--- src/wsc_pkg.sv ---
/*
 * Package for the wake source configuration bank: register addresses,
 * reset values, write masks, bit positions, filter timing and carriers.
 * Assumes a 250 MHz core clock and a 16-bit serial configuration frame.
 */
package wsc_pkg;

   // ************************************************************
   // Register addresses (7-bit serial address field)
   // ************************************************************
   localparam logic [6:0] ADDR_TIMER_DOG_WAKE = 7'h06;
   localparam logic [6:0] ADDR_EXT_WAKE       = 7'h07;
   localparam logic [6:0] ADDR_PIN_PULL       = 7'h08;
   localparam logic [6:0] ADDR_PIN_FILTER     = 7'h09;

   // ************************************************************
   // Reset values and writable bit masks
   // ************************************************************
   localparam logic [7:0] RST_TIMER_DOG_WAKE  = 8'h00;
   localparam logic [7:0] RST_EXT_WAKE        = 8'h07;
   localparam logic [7:0] RST_PIN_PULL        = 8'h00;
   localparam logic [7:0] RST_PIN_FILTER      = 8'h00;
   localparam logic [7:0] MASK_TIMER_DOG_WAKE = 8'hC4;
   localparam logic [7:0] MASK_EXT_WAKE       = 8'hA7;
   localparam logic [7:0] MASK_PIN_PULL       = 8'h3F;
   localparam logic [7:0] MASK_PIN_FILTER     = 8'h3F;
   // Fail-safe pattern: bits 7 and 5 kept, the rest forced
   localparam logic [7:0] FAILSAFE_KEEP_MASK  = 8'hA0;
   localparam logic [7:0] FAILSAFE_EXT_WAKE   = 8'h07;

   // ************************************************************
   // Field positions
   // ************************************************************
   localparam int BIT_SECOND_TIMER_WAKE = 7;
   localparam int BIT_FIRST_TIMER_WAKE  = 6;
   localparam int BIT_DOG_STOP_UPPER    = 2;
   localparam int BIT_INT_GLOBAL        = 7;
   localparam int BIT_MEASURE_SELECT    = 5;
   localparam int FIELD_W               = 2;
   localparam int NUM_PINS              = 3;
   localparam int NUM_FLAGS             = 5;
   localparam int FLAG_FIRST_TIMER      = 3;
   localparam int FLAG_SECOND_TIMER     = 4;

   // ************************************************************
   // Codes of the pull and filter fields
   // ************************************************************
   localparam logic [1:0] PULL_NONE = 2'h0;
   localparam logic [1:0] PULL_DOWN = 2'h1;
   localparam logic [1:0] PULL_UP   = 2'h2;
   localparam logic [1:0] PULL_AUTO = 2'h3;
   localparam logic [1:0] FLT_STATIC_SHORT = 2'h0;
   localparam logic [1:0] FLT_STATIC_LONG  = 2'h1;

   // ************************************************************
   // Timing
   // ************************************************************
   localparam int CLOCK_MHZ        = 250;
   localparam int SHORT_FILTER_US  = 16;
   localparam int LONG_FILTER_US   = 64;
   localparam int CNT_W            = 15;
   localparam logic [CNT_W-1:0] SHORT_FILTER_CYC = CNT_W'(SHORT_FILTER_US * CLOCK_MHZ);
   localparam logic [CNT_W-1:0] LONG_FILTER_CYC  = CNT_W'(LONG_FILTER_US * CLOCK_MHZ);

   // ************************************************************
   // Serial frame
   // ************************************************************
   localparam logic [4:0] FRAME_BITS = 5'h10;
   localparam logic [4:0] ADDR_BITS  = 5'h08;
   localparam logic [4:0] FRAME_OVER = 5'h11;

   // ************************************************************
   // Carriers
   // ************************************************************
   typedef struct packed {
      logic csn_n;
      logic sclk;
      logic sdi;
   } wsc_spi_in_s;

   typedef struct packed {
      logic sdo;
      logic sdo_oe;
   } wsc_spi_out_s;

endpackage : wsc_pkg

--- src/wsc_wake_cfg.sv ---
/*
 * Wake source configuration bank with its serial slave, wake pin filters,
 * wake flags and interrupt request.
 * Assumes serial pins and wake pins are asynchronous, and that timer
 * events, fail-safe entry and watchdog updates come from same-clock logic.
 */
// Notes on behaviour
// - Second timer wakes the device only while internal wake bit 7 is set.
// - First timer cyclic wake only while internal wake bit 6 is set.
// - Reserved bits read zero; writes to them have no effect.
// - Internal wake bit 2: upper watchdog stop-mode disable; device may update it.
// - External wake bit 7: zero, only wakes interrupt; one, every status bit.
// - External wake bit 5 set disables first and second pin wake.
// - Measurement select runs measurement in normal mode; pin levels meaningless.
// - External wake bits 2,1,0 enable third, second, first wake pins.
// - Fail-safe entry forces the external wake register to its wakeable pattern, x kept.
// - Two-bit pull fields: none, pull-down, pull-up, automatic switching.
// - Filter code 00: static sensing, 16 us filter.
// - Filter code 01: static sensing, 64 us filter.
// - Filter code 10: cyclic sensing at first timer on-time end, 16 us.
// - Filter code 11: cyclic sensing at second timer on-time end, 16 us.
// - Lower watchdog stop-mode disable bit lives in the watchdog control register.

`timescale 1ns/1ps

module wsc_wake_cfg #(
   parameter logic [wsc_pkg::CNT_W-1:0] LONG_FILTER_CYCLES = wsc_pkg::LONG_FILTER_CYC
) (
   // Clock and reset
   input  wire logic                              i_clock,
   input  wire logic                              i_arst_n,
   // Serial configuration port
   input  wire wsc_pkg::wsc_spi_in_s              i_spi,
   output wsc_pkg::wsc_spi_out_s                  o_spi,
   // Wake pins and timer events
   input  wire logic [wsc_pkg::NUM_PINS-1:0]      i_wake_pin,
   input  wire logic                              i_first_timer_on_end,
   input  wire logic                              i_second_timer_on_end,
   input  wire logic                              i_first_timer_wake,
   input  wire logic                              i_second_timer_wake,
   // Device state and updates
   input  wire logic                              i_failsafe_entry,
   input  wire logic                              i_normal_mode,
   input  wire logic                              i_dog_upper_load,
   input  wire logic                              i_dog_upper_value,
   input  wire logic                              i_dog_stop_disable_lower,
   input  wire logic                              i_other_status_pending,
   input  wire logic [wsc_pkg::NUM_FLAGS-1:0]     i_wake_flag_clear,
   // Configuration and status
   output logic [1:0]                             o_timer_wake_enable,
   output logic [1:0]                             o_dog_stop_disable,
   output logic                                   o_measure_run,
   output logic [wsc_pkg::NUM_PINS-1:0]           o_pin_level,
   output logic [wsc_pkg::NUM_PINS-1:0]           o_pull_up,
   output logic [wsc_pkg::NUM_PINS-1:0]           o_pull_down,
   output logic [wsc_pkg::NUM_FLAGS-1:0]          o_wake_flags,
   output logic                                   o_interrupt
);

   localparam int NP = wsc_pkg::NUM_PINS;
   localparam int CW = wsc_pkg::CNT_W;

   // Long filter must not be shorter than the short one
   if (LONG_FILTER_CYCLES < wsc_pkg::SHORT_FILTER_CYC) begin : g_bad_long
      $error("LONG_FILTER_CYCLES shorter than the short filter");
   end

   // ************************************************************
   // Input synchronisers
   // ************************************************************
   logic [NP+2:0] sync1_reg, sync2_reg, sync1_next, sync2_next;
   logic          csn_s, sclk_s, sdi_s;
   logic [NP-1:0] pin_s;

   // Two stages for every pin from outside
   always_comb begin
      sync1_next = {i_spi.csn_n, i_spi.sclk, i_spi.sdi, i_wake_pin};
      sync2_next = sync1_reg;
   end

   always_ff @(posedge i_clock or negedge i_arst_n) begin
      if (!i_arst_n) begin
         sync1_reg <= {1'b1, {(NP+2){1'b0}}};
         sync2_reg <= {1'b1, {(NP+2){1'b0}}};
      end else begin
         sync1_reg <= sync1_next;
         sync2_reg <= sync2_next;
      end
   end

   assign csn_s  = sync2_reg[NP+2];
   assign sclk_s = sync2_reg[NP+1];
   assign sdi_s  = sync2_reg[NP];
   assign pin_s  = sync2_reg[NP-1:0];

   // ************************************************************
   // Register storage and read decode
   // ************************************************************
   logic [7:0] tdw_reg, ext_reg, pull_reg, flt_reg;
   logic [7:0] tdw_next, ext_next, pull_next, flt_next;

   // Unmapped addresses read zero so a stray read cannot mislead
   function automatic logic [7:0] reg_read(input logic [6:0] addr, input logic [7:0] tdw,
                                           input logic [7:0] ext, input logic [7:0] pull,
                                           input logic [7:0] flt);
      logic [7:0] data;
      data = 8'h00;
      unique case (addr)
         wsc_pkg::ADDR_TIMER_DOG_WAKE: data = tdw;
         wsc_pkg::ADDR_EXT_WAKE:       data = ext;
         wsc_pkg::ADDR_PIN_PULL:       data = pull;
         wsc_pkg::ADDR_PIN_FILTER:     data = flt;
         default:                      data = 8'h00;
      endcase
      return data;
   endfunction : reg_read

   // ************************************************************
   // Serial slave: 7 address bits, write bit, 8 data bits, LSB first
   // ************************************************************
   logic        csn_d_reg, sclk_d_reg, sdo_reg, sdo_oe_reg;
   logic [4:0]  cnt_reg, cnt_next;
   logic [15:0] shin_reg, shin_next;
   logic [7:0]  shout_reg, shout_next;
   logic        sdo_next, sdo_oe_next, sclk_rise, sclk_fall, wr_en;

   // Shift in on rising, shift out on falling clock edge
   always_comb begin
      sclk_rise   = sclk_s & ~sclk_d_reg;
      sclk_fall   = ~sclk_s & sclk_d_reg;
      cnt_next    = cnt_reg;
      shin_next   = shin_reg;
      shout_next  = shout_reg;
      sdo_next    = sdo_reg;
      sdo_oe_next = ~csn_s;
      // Only a frame of exactly sixteen bits may write
      wr_en = csn_s & ~csn_d_reg & (cnt_reg == wsc_pkg::FRAME_BITS) & shin_reg[7];
      if (csn_s) begin
         cnt_next = 5'h00;
         sdo_next = 1'b0;
      end else begin
         if (sclk_rise) begin
            if (cnt_reg < wsc_pkg::FRAME_BITS) begin
               shin_next[cnt_reg[3:0]] = sdi_s;
               cnt_next = cnt_reg + 5'h01;
            end else begin
               cnt_next = wsc_pkg::FRAME_OVER;
            end
            if (cnt_reg == wsc_pkg::ADDR_BITS - 5'h01) begin
               shout_next = reg_read(shin_reg[6:0], tdw_reg, ext_reg, pull_reg, flt_reg);
            end
         end
         if (sclk_fall) begin
            if ((cnt_reg >= wsc_pkg::ADDR_BITS) && (cnt_reg < wsc_pkg::FRAME_BITS)) begin
               sdo_next = shout_reg[3'(cnt_reg - wsc_pkg::ADDR_BITS)];
            end else begin
               sdo_next = 1'b0;
            end
         end
      end
   end

   always_ff @(posedge i_clock or negedge i_arst_n) begin
      if (!i_arst_n) begin
         csn_d_reg  <= 1'b1;
         sclk_d_reg <= 1'b0;
         cnt_reg    <= 5'h00;
         shin_reg   <= 16'h0000;
         shout_reg  <= 8'h00;
         sdo_reg    <= 1'b0;
         sdo_oe_reg <= 1'b0;
      end else begin
         csn_d_reg  <= csn_s;
         sclk_d_reg <= sclk_s;
         cnt_reg    <= cnt_next;
         shin_reg   <= shin_next;
         shout_reg  <= shout_next;
         sdo_reg    <= sdo_next;
         sdo_oe_reg <= sdo_oe_next;
      end
   end

   assign o_spi.sdo    = sdo_reg;
   assign o_spi.sdo_oe = sdo_oe_reg;

   // ************************************************************
   // Register update: serial write, device update, fail-safe force
   // ************************************************************
   always_comb begin
      tdw_next  = tdw_reg;
      ext_next  = ext_reg;
      pull_next = pull_reg;
      flt_next  = flt_reg;
      if (wr_en) begin
         unique case (shin_reg[6:0])
            wsc_pkg::ADDR_TIMER_DOG_WAKE:
               tdw_next  = shin_reg[15:8] & wsc_pkg::MASK_TIMER_DOG_WAKE;
            wsc_pkg::ADDR_EXT_WAKE:
               ext_next  = shin_reg[15:8] & wsc_pkg::MASK_EXT_WAKE;
            wsc_pkg::ADDR_PIN_PULL:
               pull_next = shin_reg[15:8] & wsc_pkg::MASK_PIN_PULL;
            wsc_pkg::ADDR_PIN_FILTER:
               flt_next  = shin_reg[15:8] & wsc_pkg::MASK_PIN_FILTER;
            default: ;
         endcase
      end
      if (i_dog_upper_load) begin
         tdw_next[wsc_pkg::BIT_DOG_STOP_UPPER] = i_dog_upper_value;
      end
      if (i_failsafe_entry) begin
         ext_next = (ext_reg & wsc_pkg::FAILSAFE_KEEP_MASK) | wsc_pkg::FAILSAFE_EXT_WAKE;
      end
   end

   always_ff @(posedge i_clock or negedge i_arst_n) begin
      if (!i_arst_n) begin
         tdw_reg  <= wsc_pkg::RST_TIMER_DOG_WAKE;
         ext_reg  <= wsc_pkg::RST_EXT_WAKE;
         pull_reg <= wsc_pkg::RST_PIN_PULL;
         flt_reg  <= wsc_pkg::RST_PIN_FILTER;
      end else begin
         tdw_reg  <= tdw_next;
         ext_reg  <= ext_next;
         pull_reg <= pull_next;
         flt_reg  <= flt_next;
      end
   end

   // ************************************************************
   // Wake pin filters, one per pin
   // ************************************************************
   logic [NP-1:0] pin_evt, lvl_reg, lvl_next, pin_enable;

   for (genvar p = 0; p < NP; p++) begin : g_pin
      logic [CW-1:0] cnt_reg_p, cnt_next_p, limit;
      logic          arm_reg, arm_next, go;
      logic [1:0]    mode;

      // Accept a level only after it stood for the whole filter time
      always_comb begin
         mode       = flt_reg[p*2 +: 2];
         limit      = (mode == wsc_pkg::FLT_STATIC_LONG) ? LONG_FILTER_CYCLES
                                                         : wsc_pkg::SHORT_FILTER_CYC;
         // cyclic window opened by on-time end
         go         = ~mode[1] | arm_reg |
                      (mode[0] ? i_second_timer_on_end : i_first_timer_on_end);
         cnt_next_p = {CW{1'b0}};
         arm_next   = 1'b0;
         lvl_next[p] = lvl_reg[p];
         pin_evt[p]  = 1'b0;
         if (go && (pin_s[p] != lvl_reg[p])) begin
            arm_next = mode[1];
            if (cnt_reg_p == limit - {{(CW-1){1'b0}}, 1'b1}) begin
               lvl_next[p] = pin_s[p];
               pin_evt[p]  = 1'b1;
               arm_next    = 1'b0;
            end else begin
               cnt_next_p = cnt_reg_p + {{(CW-1){1'b0}}, 1'b1};
            end
         end
      end

      always_ff @(posedge i_clock or negedge i_arst_n) begin
         if (!i_arst_n) begin
            cnt_reg_p <= {CW{1'b0}};
            arm_reg   <= 1'b0;
         end else begin
            cnt_reg_p <= cnt_next_p;
            arm_reg   <= arm_next;
         end
      end
   end

   assign pin_enable = {ext_reg[2],
                        ext_reg[1] & ~ext_reg[wsc_pkg::BIT_MEASURE_SELECT],
                        ext_reg[0] & ~ext_reg[wsc_pkg::BIT_MEASURE_SELECT]};

   // ************************************************************
   // Wake flags, interrupt and pin-facing outputs
   // ************************************************************
   logic [wsc_pkg::NUM_FLAGS-1:0] flag_reg, flag_next, flag_set;
   logic                          int_reg, int_next, meas_reg, meas_next;
   logic [1:0]                    lower_reg;
   logic [NP-1:0]                 pu_reg, pd_reg, pu_next, pd_next;

   // A set in the same cycle as its clear wins, so no wake is lost
   always_comb begin
      flag_set = {NP+2{1'b0}};
      flag_set[NP-1:0] = pin_evt & pin_enable;
      flag_set[wsc_pkg::FLAG_FIRST_TIMER] =
         i_first_timer_wake & tdw_reg[wsc_pkg::BIT_FIRST_TIMER_WAKE];
      flag_set[wsc_pkg::FLAG_SECOND_TIMER] =
         i_second_timer_wake & tdw_reg[wsc_pkg::BIT_SECOND_TIMER_WAKE];
      flag_next = (flag_reg & ~i_wake_flag_clear) | flag_set;
      // scope bit widens interrupt to all status
      int_next  = (|flag_next) |
                  (ext_reg[wsc_pkg::BIT_INT_GLOBAL] & i_other_status_pending);
      meas_next = ext_reg[wsc_pkg::BIT_MEASURE_SELECT] & i_normal_mode;
      pu_next   = {NP{1'b0}};
      pd_next   = {NP{1'b0}};
      for (int k = 0; k < NP; k++) begin
         // pull codes, auto follows accepted level
         unique case (pull_reg[k*2 +: 2])
            wsc_pkg::PULL_NONE: ;
            wsc_pkg::PULL_DOWN: pd_next[k] = 1'b1;
            wsc_pkg::PULL_UP:   pu_next[k] = 1'b1;
            wsc_pkg::PULL_AUTO: begin
               pu_next[k] = lvl_reg[k];
               pd_next[k] = ~lvl_reg[k];
            end
         endcase
      end
   end

   always_ff @(posedge i_clock or negedge i_arst_n) begin
      if (!i_arst_n) begin
         flag_reg  <= {NP+2{1'b0}};
         int_reg   <= 1'b0;
         meas_reg  <= 1'b0;
         lower_reg <= 2'h0;
         lvl_reg   <= {NP{1'b0}};
         pu_reg    <= {NP{1'b0}};
         pd_reg    <= {NP{1'b0}};
      end else begin
         flag_reg  <= flag_next;
         int_reg   <= int_next;
         meas_reg  <= meas_next;
         // lower stop-mode bit arrives from the watchdog bank
         lower_reg <= {tdw_next[wsc_pkg::BIT_DOG_STOP_UPPER], i_dog_stop_disable_lower};
         lvl_reg   <= lvl_next;
         pu_reg    <= pu_next;
         pd_reg    <= pd_next;
      end
   end

   assign o_timer_wake_enable = {tdw_reg[wsc_pkg::BIT_SECOND_TIMER_WAKE],
                                 tdw_reg[wsc_pkg::BIT_FIRST_TIMER_WAKE]};
   assign o_dog_stop_disable  = lower_reg;
   assign o_measure_run       = meas_reg;
   assign o_pin_level         = lvl_reg;   // Meaningless for first and second pins while measuring
   assign o_pull_up           = pu_reg;
   assign o_pull_down         = pd_reg;
   assign o_wake_flags        = flag_reg;
   assign o_interrupt         = int_reg;

endmodule : wsc_wake_cfg

--- config.mk ---
export PLATFORM = sky130hd
export DESIGN_NAME = wsc_wake_cfg
export DESIGN_NICKNAME = d
export VERILOG_FILES = /design/src/wsc_pkg.sv /design/src/wsc_wake_cfg.sv
export SDC_FILE = /design/constraint.sdc
export NUM_CORES = 1
export LEC_CHECK = 0
export BUFFER_PORTS_ARGS = -buffer_cell sky130_fd_sc_hd__buf_4
export CAP_MARGIN = 10
export CORE_UTILIZATION = 64
export DETAILED_ROUTE_END_ITERATION = 16
export HOLD_SLACK_MARGIN = 0.06
export PLACE_DENSITY = 0.84
export SKIP_LAST_GASP = 1
export SYNTH_ARGS = -nofsm -noshare
export SYNTH_HDL_FRONTEND = slang
export SYNTH_SLANG_ARGS = --single-unit
--- constraint.sdc ---
create_clock -name i_clock -period 4.32 [get_ports i_clock]
set_clock_uncertainty 0.05 [all_clocks]
set_input_delay 0.216 -clock i_clock [delete_from_list [all_inputs] [get_ports i_clock]]
set_output_delay 0.216 -clock i_clock [all_outputs]
set_load 0.01 [all_outputs]
# ---- Yosys cells after proc, flatten, opt, wreduce, memory -nomap -nowiden
# Cells that the tools add are included.
dict set report totals {
  wordCells 169
  out_inout_bits 22
  regBits 134
}
dict set report classes {
  magnitude_cmp 5
  muxes 48
  add_sub_neg 8
  n_reduce_logical 20
  eq_ne 24
  bitwise 34
}
# cell count
set op_table {}
lappend op_table {{$mux 15} 6}
lappend op_table {{$add 15x1->15 const B} 3}
lappend op_table {{$eq 15x15->1} 3}
lappend op_table {{$sub 14x1->15 const B} 3}
lappend op_table {{$mux 14} 3}
lappend op_table {{$pmux 8 s4} 1}
lappend op_table {{$mux 1} 21}
lappend op_table {{$mux 7} 3}
lappend op_table {{$bwmux 16} 1}
lappend op_table {{$mux 5} 3}
lappend op_table {{$eq 7x3->1 const B} 2}
lappend op_table {{$eq 7x4->1 const B} 2}
lappend op_table {{$reduce_and 2->1} 7}
lappend op_table {{$eq 2x1->1 const B} 6}
lappend op_table {{$eq 2x2->1 const B} 6}
lappend op_table {{$not 1->1} 12}
lappend op_table {{$pmux 1 s2} 6}
lappend op_table {{$and 1x1->1} 11}
lappend op_table {{$reduce_and 3->1} 3}
lappend op_table {{$reduce_bool 2->1} 4}
lappend op_table {{$or 1x1->1} 7}
lappend op_table {{$mux 3} 2}
lappend op_table {{$add 5x1->5 const B} 1}
lappend op_table {{$and 5x5->5} 1}
lappend op_table {{other kinds (16)} 22}

# ---- Longest topological paths before layout
dict set report depth {
  depth_word 10
  ltp_mapped 8
}

# ---- Worst setup path after synthesis
# No wires, ideal clock.
dict set report synth_timing {
  path_type {register to register}
  from {reg g_pin[2].cnt_reg_p[0]}
  to {reg int_reg (netlist: o_interrupt)}
  slack_ns 2.427
  synth_period_minus_slack_ns 1.893
  t_arrival_ns 1.704
  setup_ns 0.138
  path_stages_with_launch 7
  t_required_ns 4.132
  cell_sequence {dfrtp_1 ha_1 nand3_1 nor2_1 o2111a_2 a32o_1 or4b_1}
}
dict set report synth_between {
  elab_chain_cells 7
}
# item line_no
set synth_rtl {}
lappend synth_rtl {{start, declared} wsc_wake_cfg.sv:235} ;# logic [CW-1:0] cnt_reg_p, cnt_next_p, limit;
lappend synth_rtl {{start signal, assigned} wsc_wake_cfg.sv:265} ;# cnt_reg_p <= {CW{1'b0}};
lappend synth_rtl {{start signal, assigned} wsc_wake_cfg.sv:268} ;# cnt_reg_p <= cnt_next_p;
lappend synth_rtl {{$eq 15x15->1} wsc_wake_cfg.sv:253} ;# if (cnt_reg_p == limit - {{(CW-1){1'b0}}, 1'b1}) begin
lappend synth_rtl {{$mux 1} wsc_wake_cfg.sv:253}
lappend synth_rtl {{$mux 1} wsc_wake_cfg.sv:251} ;# if (go && (pin_s[p] != lvl_reg[p])) begin
lappend synth_rtl {{$and 3x3->3} wsc_wake_cfg.sv:289} ;# flag_set[NP-1:0] = pin_evt & pin_enable;
lappend synth_rtl {{$or 5x5->5} wsc_wake_cfg.sv:294} ;# flag_next = (flag_reg & ~i_wake_flag_clear) | flag_set;
lappend synth_rtl {{named net flag_next, one bit} wsc_wake_cfg.sv:281} ;# logic [wsc_pkg::NUM_FLAGS-1:0] flag_reg, flag_next, flag_set;
lappend synth_rtl {{$reduce_or 5->1} wsc_wake_cfg.sv:296} ;# int_next = (|flag_next) |
lappend synth_rtl {{$or 1x1->1} wsc_wake_cfg.sv:296}
lappend synth_rtl {{named net int_next} wsc_wake_cfg.sv:282} ;# logic int_reg, int_next, meas_reg, meas_next;
lappend synth_rtl {{end signal, assigned} wsc_wake_cfg.sv:326} ;# int_reg <= int_next;
lappend synth_rtl {{end, declared} wsc_wake_cfg.sv:282}
# The timed path passes the listed nets, and every way through them passes these cells.
# A chain may end at the register's enable or synchronous reset.

# ---- Worst setup path after layout
dict set report layout_timing {
  from {reg cnt_reg[2]}
  to {reg tdw_reg[2]}
}
dict set report layout_between {
  elab_chain_cells 5
}
# item line_no
set layout_rtl {}
lappend layout_rtl {{start, declared} wsc_wake_cfg.sv:122} ;# logic [4:0] cnt_reg, cnt_next;
lappend layout_rtl {{start signal, assigned} wsc_wake_cfg.sv:175} ;# cnt_reg <= cnt_next;
lappend layout_rtl {{$eq 5x5->1} wsc_wake_cfg.sv:137} ;# wr_en = csn_s & ~csn_d_reg & (cnt_reg == wsc_pkg::FRAME_BITS) & shin_reg[7];
lappend layout_rtl {{$and 1x1->1 (2 in series)} wsc_wake_cfg.sv:137}
lappend layout_rtl {{$mux 3} wsc_wake_cfg.sv:194} ;# if (wr_en) begin
lappend layout_rtl {{$mux 1} wsc_wake_cfg.sv:207} ;# if (i_dog_upper_load) begin
lappend layout_rtl {{end signal, assigned} wsc_wake_cfg.sv:217} ;# tdw_reg <= wsc_pkg::RST_TIMER_DOG_WAKE;
lappend layout_rtl {{end signal, assigned} wsc_wake_cfg.sv:222} ;# tdw_reg <= tdw_next;
lappend layout_rtl {{end, declared} wsc_wake_cfg.sv:99} ;# logic [7:0] tdw_reg, ext_reg, pull_reg, flt_reg;
# Every way passes these cells.

==> results.cfg <==
[synthesis]
synth.distinct_cells = 54
yosysWarnings = 0
synth_top_family_by_area = simple AND/OR/NAND/NOR gates
synthTopCellsByArea = dfrtp_1 54%, mux2_2 6.7%, nor2_1 4.8%, xor2_1 3.7%, nand2_1 2.9%
synth.net_count = 544
synth_fa_ha_area_share_pct = 1.52
synth.avg_cell_area_um2 = 11.2
async_flop_share_pct = 100
synthTopCellsByCount = 124 x dfrtp_1, 73 x nor2_1, 45 x nand2_1
synth-seq-cells = 130
synthMuxAreaShare_pct = 9.42
ys.flop_type = dfrtp_1
synth-simple-area-share_pct = 17.4
yosysMostFrequentCell = dfrtp_1
synth_edf_count = 0
post_synth_inst_count = 514
netlist_area_um2 = 5750
yosys.area.top_type = dfrtp_1
yosys.area_share.xor_xnor_pct = 6.55
synth_seq_area_share_pct = 56.7
synth_compound_area_share_pct = 5.68
yosysTopAreaCellShare_pct = 54.0

[global_routing]
antenna_found_initial = 0
grt_pass1_wl_um = 21000
grtUsageTotal_pct = 29.1
grt_pass1_vias = 4286
grt_start_max_net_pins = 53
grt_overflow = 0

[layout]
largest_reg_flops = 45
nNetsFinal = 614
area_delta_synth_final_pct = 21.5
final_core_utilization_pct = 80.1
drive_above_1_share_pct = 21.6
n_fill_cell = 498
n_antenna_cell = 0

[power]
power_density_nw_per_um2 = 414
total_leakage_power_nw = 3.23
peakVddDrop_uv = 388

[sta]
finalWorstPathRequiredPeriod_ns = 2.50
max_freq_mhz = 400
worstMarginPinSlew_ns = 0.667
grt_setup_unrepaired = no
period_share_pct = 57.8
tns_ns = 0
setup_viol = 0
hold_ws_ns = 0.138
hold_violations = 0
max_slew_margin_pct = 55.1
drv_slew = 0

[setup_path]
required_ns = 4.67
critPathLaunch = cnt_reg[2]
end_kind = flip-flop
slowest_delay_ns = 0.55
timing.rr.start = cnt_reg[2]
cpMaxStageDelayCell = dlygate4sd3_1
crit_path_max_fanout = 12
crit_chain = nor2_1, and4_1, and3b_1, mux2i_1, o21ai_1, dlygate4sd3_1
critical_path_class = reg2reg
arrival_ns = 2.84
r2r-end = tdw_reg[2]
r2r_slack_ns = 1.82
start_kind = flip-flop
rr_worst_depth = 6

[clocking]
tritoncts = yes
cts-buffers-inserted = 17
cts_setup_buffers = 0
h-tree-depth = 4
cts_sinks = 130
clock_path_buffers = 2
insertion_delay_ns = 0.52
post_cts_resized = 0
root_buffer = clkbuf_8
clk_pin_slew_ns = 0.06

[route]
vias = 4133
first_pass_iters = 5
ant_nets = 0
wl_um = 12700
drcViolationCount = 0
detail_route.wl_per_cell_um = 18.0
vias_per_cell = 5.86
drt_iter0_markers = 317

[status]
outcome = completed

[place]
port_buffers = 44
dpl.hpwl_um = 7960
gp_congestion = 0.854

[job]
cap_viol_max_count = 0

[die]
ios = 45
die_area_um2 = 9370
fp.coreArea_um2 = 8720
die_w_um = 96.8
rows = 34
fp.dieH_um = 96.8
initial_core_util_pct = 65.9

[worst_hold_path]
hold_class = in2async
## timing repair
action,CTS,global route
hold endpoints to repair,51,0
hold buffers,20,0
setup endpoints to repair,0,0
## critical path, delay by kind of cell (launching register included)
kind / cells / cell delay [ns]
flops: 1 / 0.51
simple gates: 3 / 0.97
compound gates: 1 / 0.07
buf+inv: 1 / 0.55
mux: 1 / 0.22
## logic make-up (layout without fill, tap and decap cells)
group                    after synthesis  in the layout
AO/OA/AOI/OAI                         43             43
XOR/XNOR                              43             43
adder cells (fa/ha/maj)                7              7
buffers and inverters                 39            122
flip-flops                           130            130
multiplexers                          47             47
AND/OR/NAND/NOR                      205            205
## where the power goes
part	total [W]	switching, W	internal, W
clock	0.00150	0.000532	0.000968
combinational	0.000120	0.0000641	0.0000560
sequential	0.00127	0.0000327	0.00124
## metal layers
layer	part of all wire (%)	track usage [%]	vias up
met3	5.1	7.51	31
met5	0	0	-
met2	51	47.7	134
met1	41	36.7	2065
li1	-	-	1903
met4	2.4	12.5	0
## how the worst max path moves through the flow
stage                              end  cells after the start  slack, ns
final                       tdw_reg[2]                      6       1.82
after detailed placement  shout_reg[3]                      5       1.96
after global placement    shout_reg[3]                      5       2.21
after CTS                   tdw_reg[2]                      6       1.83
after floorplan            o_interrupt                      6       2.43
after global routing      shout_reg[3]                      5       1.66
## layout make-up
class | count | area, um^2 | share of cell area (%)
multi-input combinational | 345 | 2330 | 33.4
tap | 108 | 135 | 1.93
clock buffer | 19 | 442 | 6.32
sequential | 130 | 3260 | 46.7
inverter | 24 | 90.1 | 1.29
clock inverter | 13 | 181 | 2.60
timing repair buffer | 66 | 546 | 7.81
## cells in the final DEF, fill, tap and decap left out, types with 6 or more instances in the layout
cell type	n
dlygate4sd3_1	20
nand2_1	45
nor3_1	6
nand4_1	11
a21oi_1	6
and3_1	8
dfrtp_1	124
nand2b_1	7
clkbuf_16	16
mux2i_1	8
ha_1	7
dfstp_2	6
a22o_1	6
mux2_2	34
nor2b_1	7
inv_1	24
buf_4	46
o21ai_0	7
nor2_1	73
xnor2_1	19
xor2_1	24
nand3_1	16
## metrics by stage
| stage | total power [W] | instances | cell area, um^2 | setup slack, ns |
|---|---|---|---|---|
| after detailed placement | 0.00140 | 653 | 6160 | 1.96 |
| after floorplan | 0.00134 | 514 | 5750 | 2.43 |
| after CTS | 0.00291 | 705 | 6990 | 1.83 |
| final | 0.00289 | 705 | 6990 | 1.82 |
| after global placement | 0.00139 | 653 | 6160 | 2.21 |
| after global routing | 0.00298 | 705 | 6990 | 1.66 |
Power figures use the tool's default switching activity.
